$ cat src/include/sram_ctrl_pkg.sv
// Constants for the asynchronous static RAM controller
`default_nettype none
package sram_ctrl_pkg;
    localparam int ADDR_W = 18;
    localparam int DATA_W = 16;
    localparam int CLK_PERIOD_PS = 10000;
    // Memory timing figures in picoseconds
    localparam int READ_CYCLE_TIME_PS = 10000;
    localparam int WRITE_PULSE_PS = 7000;
    localparam int WRITE_DATA_SETUP_TIME_PS = 5000;
    localparam int WRITE_STROBE_FLOAT_DELAY_PS = 5000;
    localparam int DATA_HOLD_PS = 0;
    localparam int DESELECT_TO_RETENTION_TIME_PS = 0;
    localparam int RETENTION_RECOVERY_TIME_PS = READ_CYCLE_TIME_PS;
    localparam int OE_TO_FLOAT_PS = 5000;
    // Cycle counts, least times rounded up to whole cycles, with no floor of one cycle
    localparam int READ_CYCLES =
        (READ_CYCLE_TIME_PS + CLK_PERIOD_PS - 1) / CLK_PERIOD_PS;
    localparam int WRITE_CYCLES_RAW =
        (WRITE_STROBE_FLOAT_DELAY_PS + WRITE_DATA_SETUP_TIME_PS + CLK_PERIOD_PS - 1)
        / CLK_PERIOD_PS;
    localparam int WRITE_PULSE_CYCLES =
        (WRITE_PULSE_PS + CLK_PERIOD_PS - 1) / CLK_PERIOD_PS;
    localparam int WRITE_CYCLES =
        (WRITE_CYCLES_RAW > WRITE_PULSE_CYCLES) ? WRITE_CYCLES_RAW : WRITE_PULSE_CYCLES;
    localparam int TURN_CYCLES =
        (OE_TO_FLOAT_PS + CLK_PERIOD_PS - 1) / CLK_PERIOD_PS;
    localparam int RECOVERY_CYCLES =
        (RETENTION_RECOVERY_TIME_PS + CLK_PERIOD_PS - 1) / CLK_PERIOD_PS;
    localparam int CNT_W = 4;
    localparam logic [CNT_W-1:0] READ_CNT = CNT_W'(READ_CYCLES);
    localparam logic [CNT_W-1:0] WRITE_CNT = CNT_W'(WRITE_CYCLES);
    localparam logic [CNT_W-1:0] TURN_CNT = CNT_W'(TURN_CYCLES);
    localparam logic [CNT_W-1:0] RECOVERY_CNT = CNT_W'(RECOVERY_CYCLES);
    typedef enum logic [2:0] {
        ST_IDLE = 3'b000,
        ST_READ = 3'b001,
        ST_TURN = 3'b010,
        ST_WRITE = 3'b011,
        ST_HOLD = 3'b100,
        ST_RETAIN = 3'b101,
        ST_RECOVER = 3'b110
    } state_t;
endpackage
`default_nettype wire

$ cat src/sync3.sv
// Three-stage synchroniser with agreement of the last two stages
`timescale 1ns/1ps
`default_nettype none
module sync3 #(
    parameter int WIDTH = 16
) (
    input wire logic ref_clk,
    input wire logic reset,
    input wire logic [WIDTH-1:0] din,
    output logic [WIDTH-1:0] dout
);
    logic [WIDTH-1:0] stage1;
    logic [WIDTH-1:0] stage2;
    logic [WIDTH-1:0] stage3;
    always_ff @(posedge ref_clk) begin
        if (reset) begin
            stage1 <= '0;
            stage2 <= '0;
            stage3 <= '0;
        end else begin
            stage1 <= din;
            stage2 <= stage1;
            stage3 <= stage2;
        end
    end
    // Update only once two stages agree
    always_ff @(posedge ref_clk) begin
        if (reset) begin
            dout <= '0;
        end else begin
            for (int i = 0; i < WIDTH; i++) begin
                if (stage2[i] == stage3[i]) begin
                    dout[i] <= stage3[i];
                end
            end
        end
    end
endmodule
`default_nettype wire

$ cat src/sram_ctrl.sv
// Synchronous controller driving an asynchronous 256K x 16 static RAM
`timescale 1ns/1ps
`default_nettype none
module sram_ctrl (
    input wire logic ref_clk,
    input wire logic reset,
    // User side
    input wire logic req_valid,
    input wire logic req_write,
    input wire logic [17:0] req_addr,
    input wire logic [15:0] req_wdata,
    input wire logic [1:0] req_lane_n,
    output logic req_ready,
    output logic [15:0] rsp_rdata,
    output logic rsp_valid,
    input wire logic retain_req,
    output logic retain_ok,
    // Memory pins
    output logic [17:0] mem_addr,
    output logic chip_select_n,
    output logic output_gate_n,
    output logic write_strobe_n,
    output logic low_byte_lane_n,
    output logic high_byte_lane_n,
    input wire logic [15:0] mem_data_in,
    output logic [15:0] mem_data_out,
    output logic [15:0] mem_data_oe
);
    sram_ctrl_pkg::state_t state;
    logic [sram_ctrl_pkg::CNT_W-1:0] count;
    logic [15:0] data_sync;

    // ****************************************
    // Data input synchroniser
    // ****************************************
    sync3 #(
        .WIDTH(sram_ctrl_pkg::DATA_W)
    ) u_data_sync (
        .ref_clk(ref_clk),
        .reset(reset),
        .din(mem_data_in),
        .dout(data_sync)
    );

    // ****************************************
    // Access sequencer
    // ****************************************
    // Reads hold the pins for extra cycles so the synchronised data settles
    // before sampling; costs latency, avoids sampling a moving bus.
    localparam logic [sram_ctrl_pkg::CNT_W-1:0] READ_HOLD =
        sram_ctrl_pkg::READ_CNT + sram_ctrl_pkg::CNT_W'(4);

    always_ff @(posedge ref_clk) begin
        if (reset) begin
            state <= sram_ctrl_pkg::ST_IDLE;
            count <= '0;
        end else begin
            unique case (state)
                sram_ctrl_pkg::ST_IDLE: begin
                    count <= '0;
                    if (retain_req) begin
                        state <= sram_ctrl_pkg::ST_RETAIN;
                    end else if (req_valid) begin
                        if (req_write) begin
                            state <= sram_ctrl_pkg::ST_WRITE;
                        end else begin
                            state <= sram_ctrl_pkg::ST_READ;
                        end
                    end
                end
                sram_ctrl_pkg::ST_READ: begin
                    count <= count + 1'b1;
                    if (count == READ_HOLD - 1'b1) begin
                        state <= sram_ctrl_pkg::ST_TURN;
                        count <= '0;
                    end
                end
                sram_ctrl_pkg::ST_TURN: begin
                    // Memory output floats before anyone drives again
                    count <= count + 1'b1;
                    if (count == sram_ctrl_pkg::TURN_CNT - 1'b1) begin
                        state <= sram_ctrl_pkg::ST_IDLE;
                        count <= '0;
                    end
                end
                sram_ctrl_pkg::ST_WRITE: begin
                    count <= count + 1'b1;
                    if (count == sram_ctrl_pkg::WRITE_CNT - 1'b1) begin
                        state <= sram_ctrl_pkg::ST_HOLD;
                        count <= '0;
                    end
                end
                sram_ctrl_pkg::ST_HOLD: begin
                    state <= sram_ctrl_pkg::ST_IDLE;
                end
                sram_ctrl_pkg::ST_RETAIN: begin
                    if (!retain_req) begin
                        state <= sram_ctrl_pkg::ST_RECOVER;
                        count <= '0;
                    end
                end
                sram_ctrl_pkg::ST_RECOVER: begin
                    count <= count + 1'b1;
                    if (count == sram_ctrl_pkg::RECOVERY_CNT - 1'b1) begin
                        state <= sram_ctrl_pkg::ST_IDLE;
                        count <= '0;
                    end
                end
                default: begin
                    state <= sram_ctrl_pkg::ST_IDLE;
                end
            endcase
        end
    end

    // ****************************************
    // Memory pins
    // ****************************************
    always_ff @(posedge ref_clk) begin
        if (reset) begin
            mem_addr <= '0;
            chip_select_n <= 1'b1;
            output_gate_n <= 1'b1;
            write_strobe_n <= 1'b1;
            low_byte_lane_n <= 1'b1;
            high_byte_lane_n <= 1'b1;
            mem_data_out <= '0;
            mem_data_oe <= '0;
        end else if (state == sram_ctrl_pkg::ST_IDLE && req_valid && !retain_req) begin
            mem_addr <= req_addr;
            chip_select_n <= 1'b0;
            low_byte_lane_n <= req_lane_n[0];
            high_byte_lane_n <= req_lane_n[1];
            write_strobe_n <= !req_write;
            output_gate_n <= req_write;
            mem_data_out <= req_wdata;
            mem_data_oe <= {16{req_write}};
        end else if (state == sram_ctrl_pkg::ST_WRITE &&
                     count == sram_ctrl_pkg::WRITE_CNT - 1'b1) begin
            // Strobe alone ends the write; select rises a cycle later
            write_strobe_n <= 1'b1;
        end else if (state == sram_ctrl_pkg::ST_HOLD) begin
            chip_select_n <= 1'b1;
            mem_data_oe <= '0;
            low_byte_lane_n <= 1'b1;
            high_byte_lane_n <= 1'b1;
        end else if (state == sram_ctrl_pkg::ST_READ &&
                     count == READ_HOLD - 1'b1) begin
            chip_select_n <= 1'b1;
            output_gate_n <= 1'b1;
            low_byte_lane_n <= 1'b1;
            high_byte_lane_n <= 1'b1;
        end
    end

    // ****************************************
    // User answers
    // ****************************************
    always_ff @(posedge ref_clk) begin
        if (reset) begin
            rsp_valid <= 1'b0;
            rsp_rdata <= '0;
        end else begin
            rsp_valid <= 1'b0;
            if (state == sram_ctrl_pkg::ST_READ && count == READ_HOLD - 1'b1) begin
                rsp_valid <= 1'b1;
                // Floating lanes read as zero
                rsp_rdata <= data_sync &
                    {{8{!high_byte_lane_n}}, {8{!low_byte_lane_n}}};
            end
        end
    end

    always_ff @(posedge ref_clk) begin
        if (reset) begin
            req_ready <= 1'b0;
            retain_ok <= 1'b0;
        end else begin
            req_ready <= (state == sram_ctrl_pkg::ST_IDLE) && !req_valid && !retain_req;
            // Select is already high in this state
            retain_ok <= (state == sram_ctrl_pkg::ST_RETAIN) && retain_req;
        end
    end
endmodule
`default_nettype wire

$ cat config.mk
export PLATFORM = sky130hd
export DESIGN_NAME = sram_ctrl
export DESIGN_NICKNAME = d
export VERILOG_FILES = /design/src/include/sram_ctrl_pkg.sv /design/src/sync3.sv /design/src/sram_ctrl.sv
export SDC_FILE = /design/constraint.sdc
export NUM_CORES = 1
export LEC_CHECK = 0
export BUFFER_PORTS_ARGS = -buffer_cell sky130_fd_sc_hd__buf_2
export CORE_MARGIN = 3
export CORE_UTILIZATION = 55
export DETAILED_ROUTE_END_ITERATION = 10
export MAX_ROUTING_LAYER = met4
export PLACE_DENSITY_LB_ADDON = 0.1
export REMOVE_ABC_BUFFERS = 1
export SLEW_MARGIN = 25
export SYNTH_ARGS = -nofsm -noshare
export SYNTH_HDL_FRONTEND = slang
export SYNTH_SLANG_ARGS = --single-unit
$ cat constraint.sdc
create_clock -name ref_clk -period 2.85 [get_ports ref_clk]
set_input_delay 0.4275 -clock ref_clk [delete_from_list [all_inputs] [get_ports ref_clk]]
set_output_delay 0.4275 -clock ref_clk [all_outputs]
set_load 0.02 [all_outputs]
== Yosys cells after proc, flatten, opt, wreduce, memory -nomap -nowiden ==
Cells that the tools add are included.
Operators by class
  $add $sub $neg: 1
  equal/unequal tests: 30
  multiplexer cells: 27
  bitwise operators: 1
  reductions and logical operators: 26
Operator list (number)
  16-bit two-way mux: 3
  3-bit two-way mux: 6
  16-bit bitwise AND: 1
  1-bit == test: 16
  4-bit one-hot mux with 4 select lines: 1
  3-bit one-hot mux with 5 select lines: 1
  1-bit two-way mux: 12
  4-bit two-way mux: 3
  3-bit == test, second input constant: 3
  2-bit != test, second input constant: 4
  1-bit logical AND: 7
  3-bit by 2-bit == test with 1-bit output, second input constant: 2
  2-bit AND reduction: 3
  2-bit nonzero test: 3
  1-bit logical NOT: 5
  5-bit AND reduction: 1
  4-bit by 1-bit adder with 4-bit output, second input constant: 1
  4-bit by 3-bit == test with 1-bit output, second input constant: 1
  4-bit logical NOT: 1
  2-bit by 1-bit != test with 1-bit output, second input constant: 2
  4-bit nonzero test: 1
  3-bit by 1-bit == test with 1-bit output, second input constant: 1
  3-bit logical NOT: 1
  3-bit != test, second input constant: 1
  5 further kinds: 5
Word-level totals
  register bits: 145
  logic and storage cells: 118

== Longest topological paths before layout ==
  word-level depth: 6
  depth in mapped cells: 8
  gate-level depth less buffers: 6

== Cells and area by module ==
From an unflattened synthesis, not the netlist that was laid out.
Second synthesis, totals
  cell total of the unflattened synthesis: 471
  area total of the unflattened synthesis: 4777.1 sq um
Modules (own cells, without submodules)
  sram_ctrl: instances 1, cells each 304, area an instance 2726.4 sq um, seq. area each 1321.3 sq um
  sync3: instances 1, cells each 167, area an instance 2050.7 sq um, seq. area each 1281.2 sq um

== Worst setup path after synthesis ==
No wires, ideal clock.
  kind: flip-flop to flip-flop
  start point: reg count[0] in the netlist's numbering
  end point: reg rsp_rdata[10]
  library setup time: 132 ps
  data arrival time: 1507 ps
  path slack: 1211 ps
  cell stages (with the launch flop): 9
  path buffers: 2
  period minus slack after synthesis: 1639 ps
  cell sequence: dfxtp_1 -> inv_1 -> ha_1 -> nand4bb_1 -> or3b_1 -> clkbuf_1 -> buf_2 -> nand2_1 -> a21oi_1
Between the ends
  longest elaborated chain between the ends: 2
Ends and longest elaborated chain
  start, declared: line sram_ctrl.sv:30  | logic [sram_ctrl_pkg::CNT_W-1:0] count;
  start signal, assigned: line sram_ctrl.sv:72  | count <= count + 1'b1;
  start signal, assigned: line sram_ctrl.sv:80  | count <= count + 1'b1;
  start signal, assigned: line sram_ctrl.sv:87  | count <= count + 1'b1;
  4-bit by 3-bit == test with 1-bit output: line sram_ctrl.sv:165  | if (state == sram_ctrl_pkg::ST_READ && count == READ_HOLD - 1'b1) begin
  1-bit logical AND: line sram_ctrl.sv:165
  end signal, assigned: line sram_ctrl.sv:168  | rsp_rdata <= data_sync &
  end, declared: line sram_ctrl.sv:14  | output logic [15:0] rsp_rdata,
Every way passes these cells.
A chain may end at the register's enable or synchronous reset.

== Final worst setup path ==
  start point: reg state[2]
  end point: reg rsp_rdata[0]
Between the ends
  longest elaborated chain between the ends: 2
Ends and longest elaborated chain
  start, declared: line sram_ctrl.sv:29  | sram_ctrl_pkg::state_t state;
  start signal, assigned: line sram_ctrl.sv:55  | state <= sram_ctrl_pkg::ST_IDLE;
  start signal, assigned: line sram_ctrl.sv:62  | state <= sram_ctrl_pkg::ST_RETAIN;
  start signal, assigned: line sram_ctrl.sv:65  | state <= sram_ctrl_pkg::ST_WRITE;
  3-bit by 1-bit == test with 1-bit output: line sram_ctrl.sv:165
  1-bit logical AND: line sram_ctrl.sv:165
Every way passes these cells.

==> flow_metrics.py <==
metrics = {
    "status": {
        "status": "complete, no violations",
    },
    "worst_hold_path": {
        "hold_depth": 2,
        "hp-class": "input pin to flop",
        "min_from": "mem_data_in[10]",
        "hold_end": "u_data_sync.stage1[10]",
    },
    "final_layout": {
        "drive_above_1_share_pct": 27.7,
        "fin_nets": 666,
        "antenna_cells": 0,
        "syn_to_final_growth_pct": 26.2,
    },
    "logic_synthesis": {
        "postSynthAreaPerCell_sq_um": 9.14,
        "synth_edf_count": 0,
        "ys_ff_latch": 130,
        "yosys_warnings": 0,
        "synthesis.area_sq_mm": 0.00454,
        "synth_most_common_cell": "dfxtp_1",
        "synth_cell_types": 38,
        "synth_area_leaders": "dfxtp_1 (57%), nand2_1 (8.9%), a21oi_1 (8.1%)",
        "synthFlopType": "dfxtp_1",
        "yosys.area.top_type": "dfxtp_1",
        "ys_async_sr_fraction_pct": 0,
        "yosysTopAreaCellShare_pct": 57.4,
        "synth_sequential_area_ratio_pct": 57.4,
        "ys_top_cells_by_count": "dfxtp_1 (130), nand2_1 (108), a21oi_1 (73), nor2b_1 (49), nand3b_1 (19)",
        "netlist_instances": 496,
    },
    "pwr": {
        "seqPwrFrac_pct": 41.5,
        "pwr-share-clk_pct": 43.1,
        "power.leakage_uw": 0.00242,
        "vdd_drop_max_mv": 0.512,
        "intPower_uw": 3610,
        "power_density_mw_per_mm2": 877,
        "netSwitchingFraction_pct": 28.0,
        "switchingPower_uw": 1410,
        "p_comb_share_pct": 15.4,
    },
    "sta": {
        "fin_setup_tns_ns": 0,
        "report.final.hold_viol_count": 0,
        "timing.fmax_ghz": 0.487,
        "hold_slack_ns": 0.136,
        "skew_ns": 0.00605,
        "min_period_over_period_pct": 72.1,
        "maxSlewViolCount": 0,
        "relSlewSlack_pct": 51.9,
        "finalSetupViolCount": 0,
        "period_minus_slack_ns": 2.05,
        "tightest_slew_ns": 0.718,
        "grt_setup_unrepaired": "no",
    },
    "clock_network": {
        "cts-root-buf": "clkbuf_8",
        "ctsResizeCount": 0,
        "cts_buffers": 17,
        "cts_buffer_depth": 2,
        "cts_hold_buf": 0,
        "clk_latency_ns": 0.50,
        "path_clk_slew_ns": 0.06,
        "htree_levels": 4,
        "postCtsSetupBuffers": 0,
        "cts.sinks": 130,
        "tritoncts": "done",
    },
    "drt": {
        "m1WireLength_mm": 3.90,
        "dr_wl_met2_mm": 4.57,
        "dr.pass1.iters": 4,
        "vias": 3640,
        "wire_per_inst_microns": 12.9,
        "drtAntennaViolNets": 0,
        "routed.top_layer": "met4",
        "wl_met3_microns": 640,
        "routed_wl_mm": 9.34,
        "vias_per_cell": 5.04,
        "drc": 0,
        "drtIter0Drc": 167,
    },
    "critical_path": {
        "cp_max_fo": 14,
        "worstReg2RegEnd": "rsp_rdata[0]",
        "crit_path_start_kind": "flop",
        "required_ns": 3.28,
        "r2r-start": "state[2]",
        "path_class": "flop to flop",
        "regToRegSetupSlack_ns": 0.80,
        "critPathCaptureType": "flop",
        "r2r_cells": 5,
        "cp.arrival_ns": 2.48,
    },
    "global_route": {
        "grt_pass1_vias": 3492,
        "grt_max_degree": 73,
        "grt_pass1_wl_mm": 15.6,
        "grt_antenna_before_repair": 0,
        "grt_overflow": 0,
        "grt_usage_pct": 20.6,
    },
    "run": {
        "drv_cap": 0,
    },
    "floorplanning": {
        "core_area_sq_mm": 0.00785,
        "dieHeight_microns": 96.8,
        "start_util_pct": 57.8,
        "dieWidth_microns": 96.8,
        "dieArea_sq_mm": 0.00937,
        "ios": 131,
        "row_count": 32,
    },
    "placement": {
        "gp_congestion": 0.817,
        "dp_hpwl_mm": 6.16,
        "place.port_buffers": 130,
    },
}
==> final cells by class <==
type | instances | area, sq um
clock buffers | 18 | 428
clock inverters | 14 | 175
fillers | 600 | 2120
inverters | 3 | 11.3
multi-input cells | 319 | 1680
flip-flops and latches | 130 | 2600
well taps | 102 | 128
repair buffers | 136 | 698
==> sequential cells by signal, summed over array words and instances (netlist names) <==
register / flops
mem_data_out: 16
state: 3
write_strobe_n: 1
count: 4
req_ready: 1
u_data_sync.stage1: 16
rsp_rdata: 16
mem_addr: 18
retain_ok: 1
rsp_valid: 1
low_byte_lane_n: 1
u_data_sync.stage2: 16
u_data_sync.dout: 16
output_gate_n: 1
chip_select_n: 1
u_data_sync.stage3: 16
mem_data_oe: 1
high_byte_lane_n: 1
==> worst max-delay path by stage <==
stage | startpoint | end | slack [ns] | depth (start not counted)
final | state[2] | rsp_rdata[0] | 0.80 | 5
after global routing | state[1] | mem_addr[2] | 0.59 | 5
after CTS | state[2] | rsp_rdata[4] | 0.79 | 5
after detailed placement | state[1] | mem_addr[9] | 0.84 | 5
after global placement | state[1] | mem_addr[5] | 0.92 | 5
after floorplan | mem_data_oe[14] | mem_data_oe[14] | 0.05 | 2
==> power groups by stage <==
stage	clock (uW)	sequential, uW	combinational, uW
final	2160	2080	775
after global routing	2280	2100	851
after CTS	2190	2080	778
after detailed placement	0	2120	770
after global placement	0	2100	751
after floorplan	0	2220	377
==> cells in the final DEF (no fill, tap or decap), types with 3 or more instances in the layout <==
cell type,count
o21ai_0,17
inv_1,3
clkinvlp_4,3
bufinv_16,3
nor2_1,12
a21oi_1,73
buf_4,7
clkbuf_16,16
nand3_1,3
nor2b_1,49
inv_6,5
nand2_1,108
nor3_1,6
dfxtp_1,130
nand3b_1,19
buf_2,129
==> stage by stage <==
step | total power, uW | setup slack, ns | util, % | instance area, sq um | instances
after floorplan | 2600 | 0.0538 | - | 4300 | 452
after global placement | 2860 | 0.921 | 65.3 | 5120 | 690
after detailed placement | 2890 | 0.842 | 65.3 | 5120 | 690
after CTS | 5050 | 0.793 | 72.9 | 5720 | 722
after global routing | 5230 | 0.586 | 72.9 | 5720 | 722
final | 5020 | 0.795 | 72.9 | 5720 | 722
==> logic make-up after synthesis <==
family          after synthesis  synth area share (%)
compound gates              103                  12.2
xor+xnor                      1                 0.193
fa+ha+maj                     2                 0.552
buf+inv                      47                  5.54
flops                       130                  57.4
mux                           1                 0.221
simple gates                212                  23.9
==> worst max-delay path: stages (launching register included) <==
cell,delay (ns)
dfxtp_1,0.45
nand4bb_1,0.34
nor3b_2,0.67
buf_4,0.29
nand3b_1,0.09
a21oi_1,0.14
==> per-layer routing <==
layer | GRT usage (%) | vias to the layer above
li1 | - | 1849
met3 | 7.07 | 23
met5 | - | -
met1 | 22.7 | 1656
met2 | 34.1 | 112
met4 | 8.64 | 0
No activity file was read; power rests on OpenSTA's default activity.
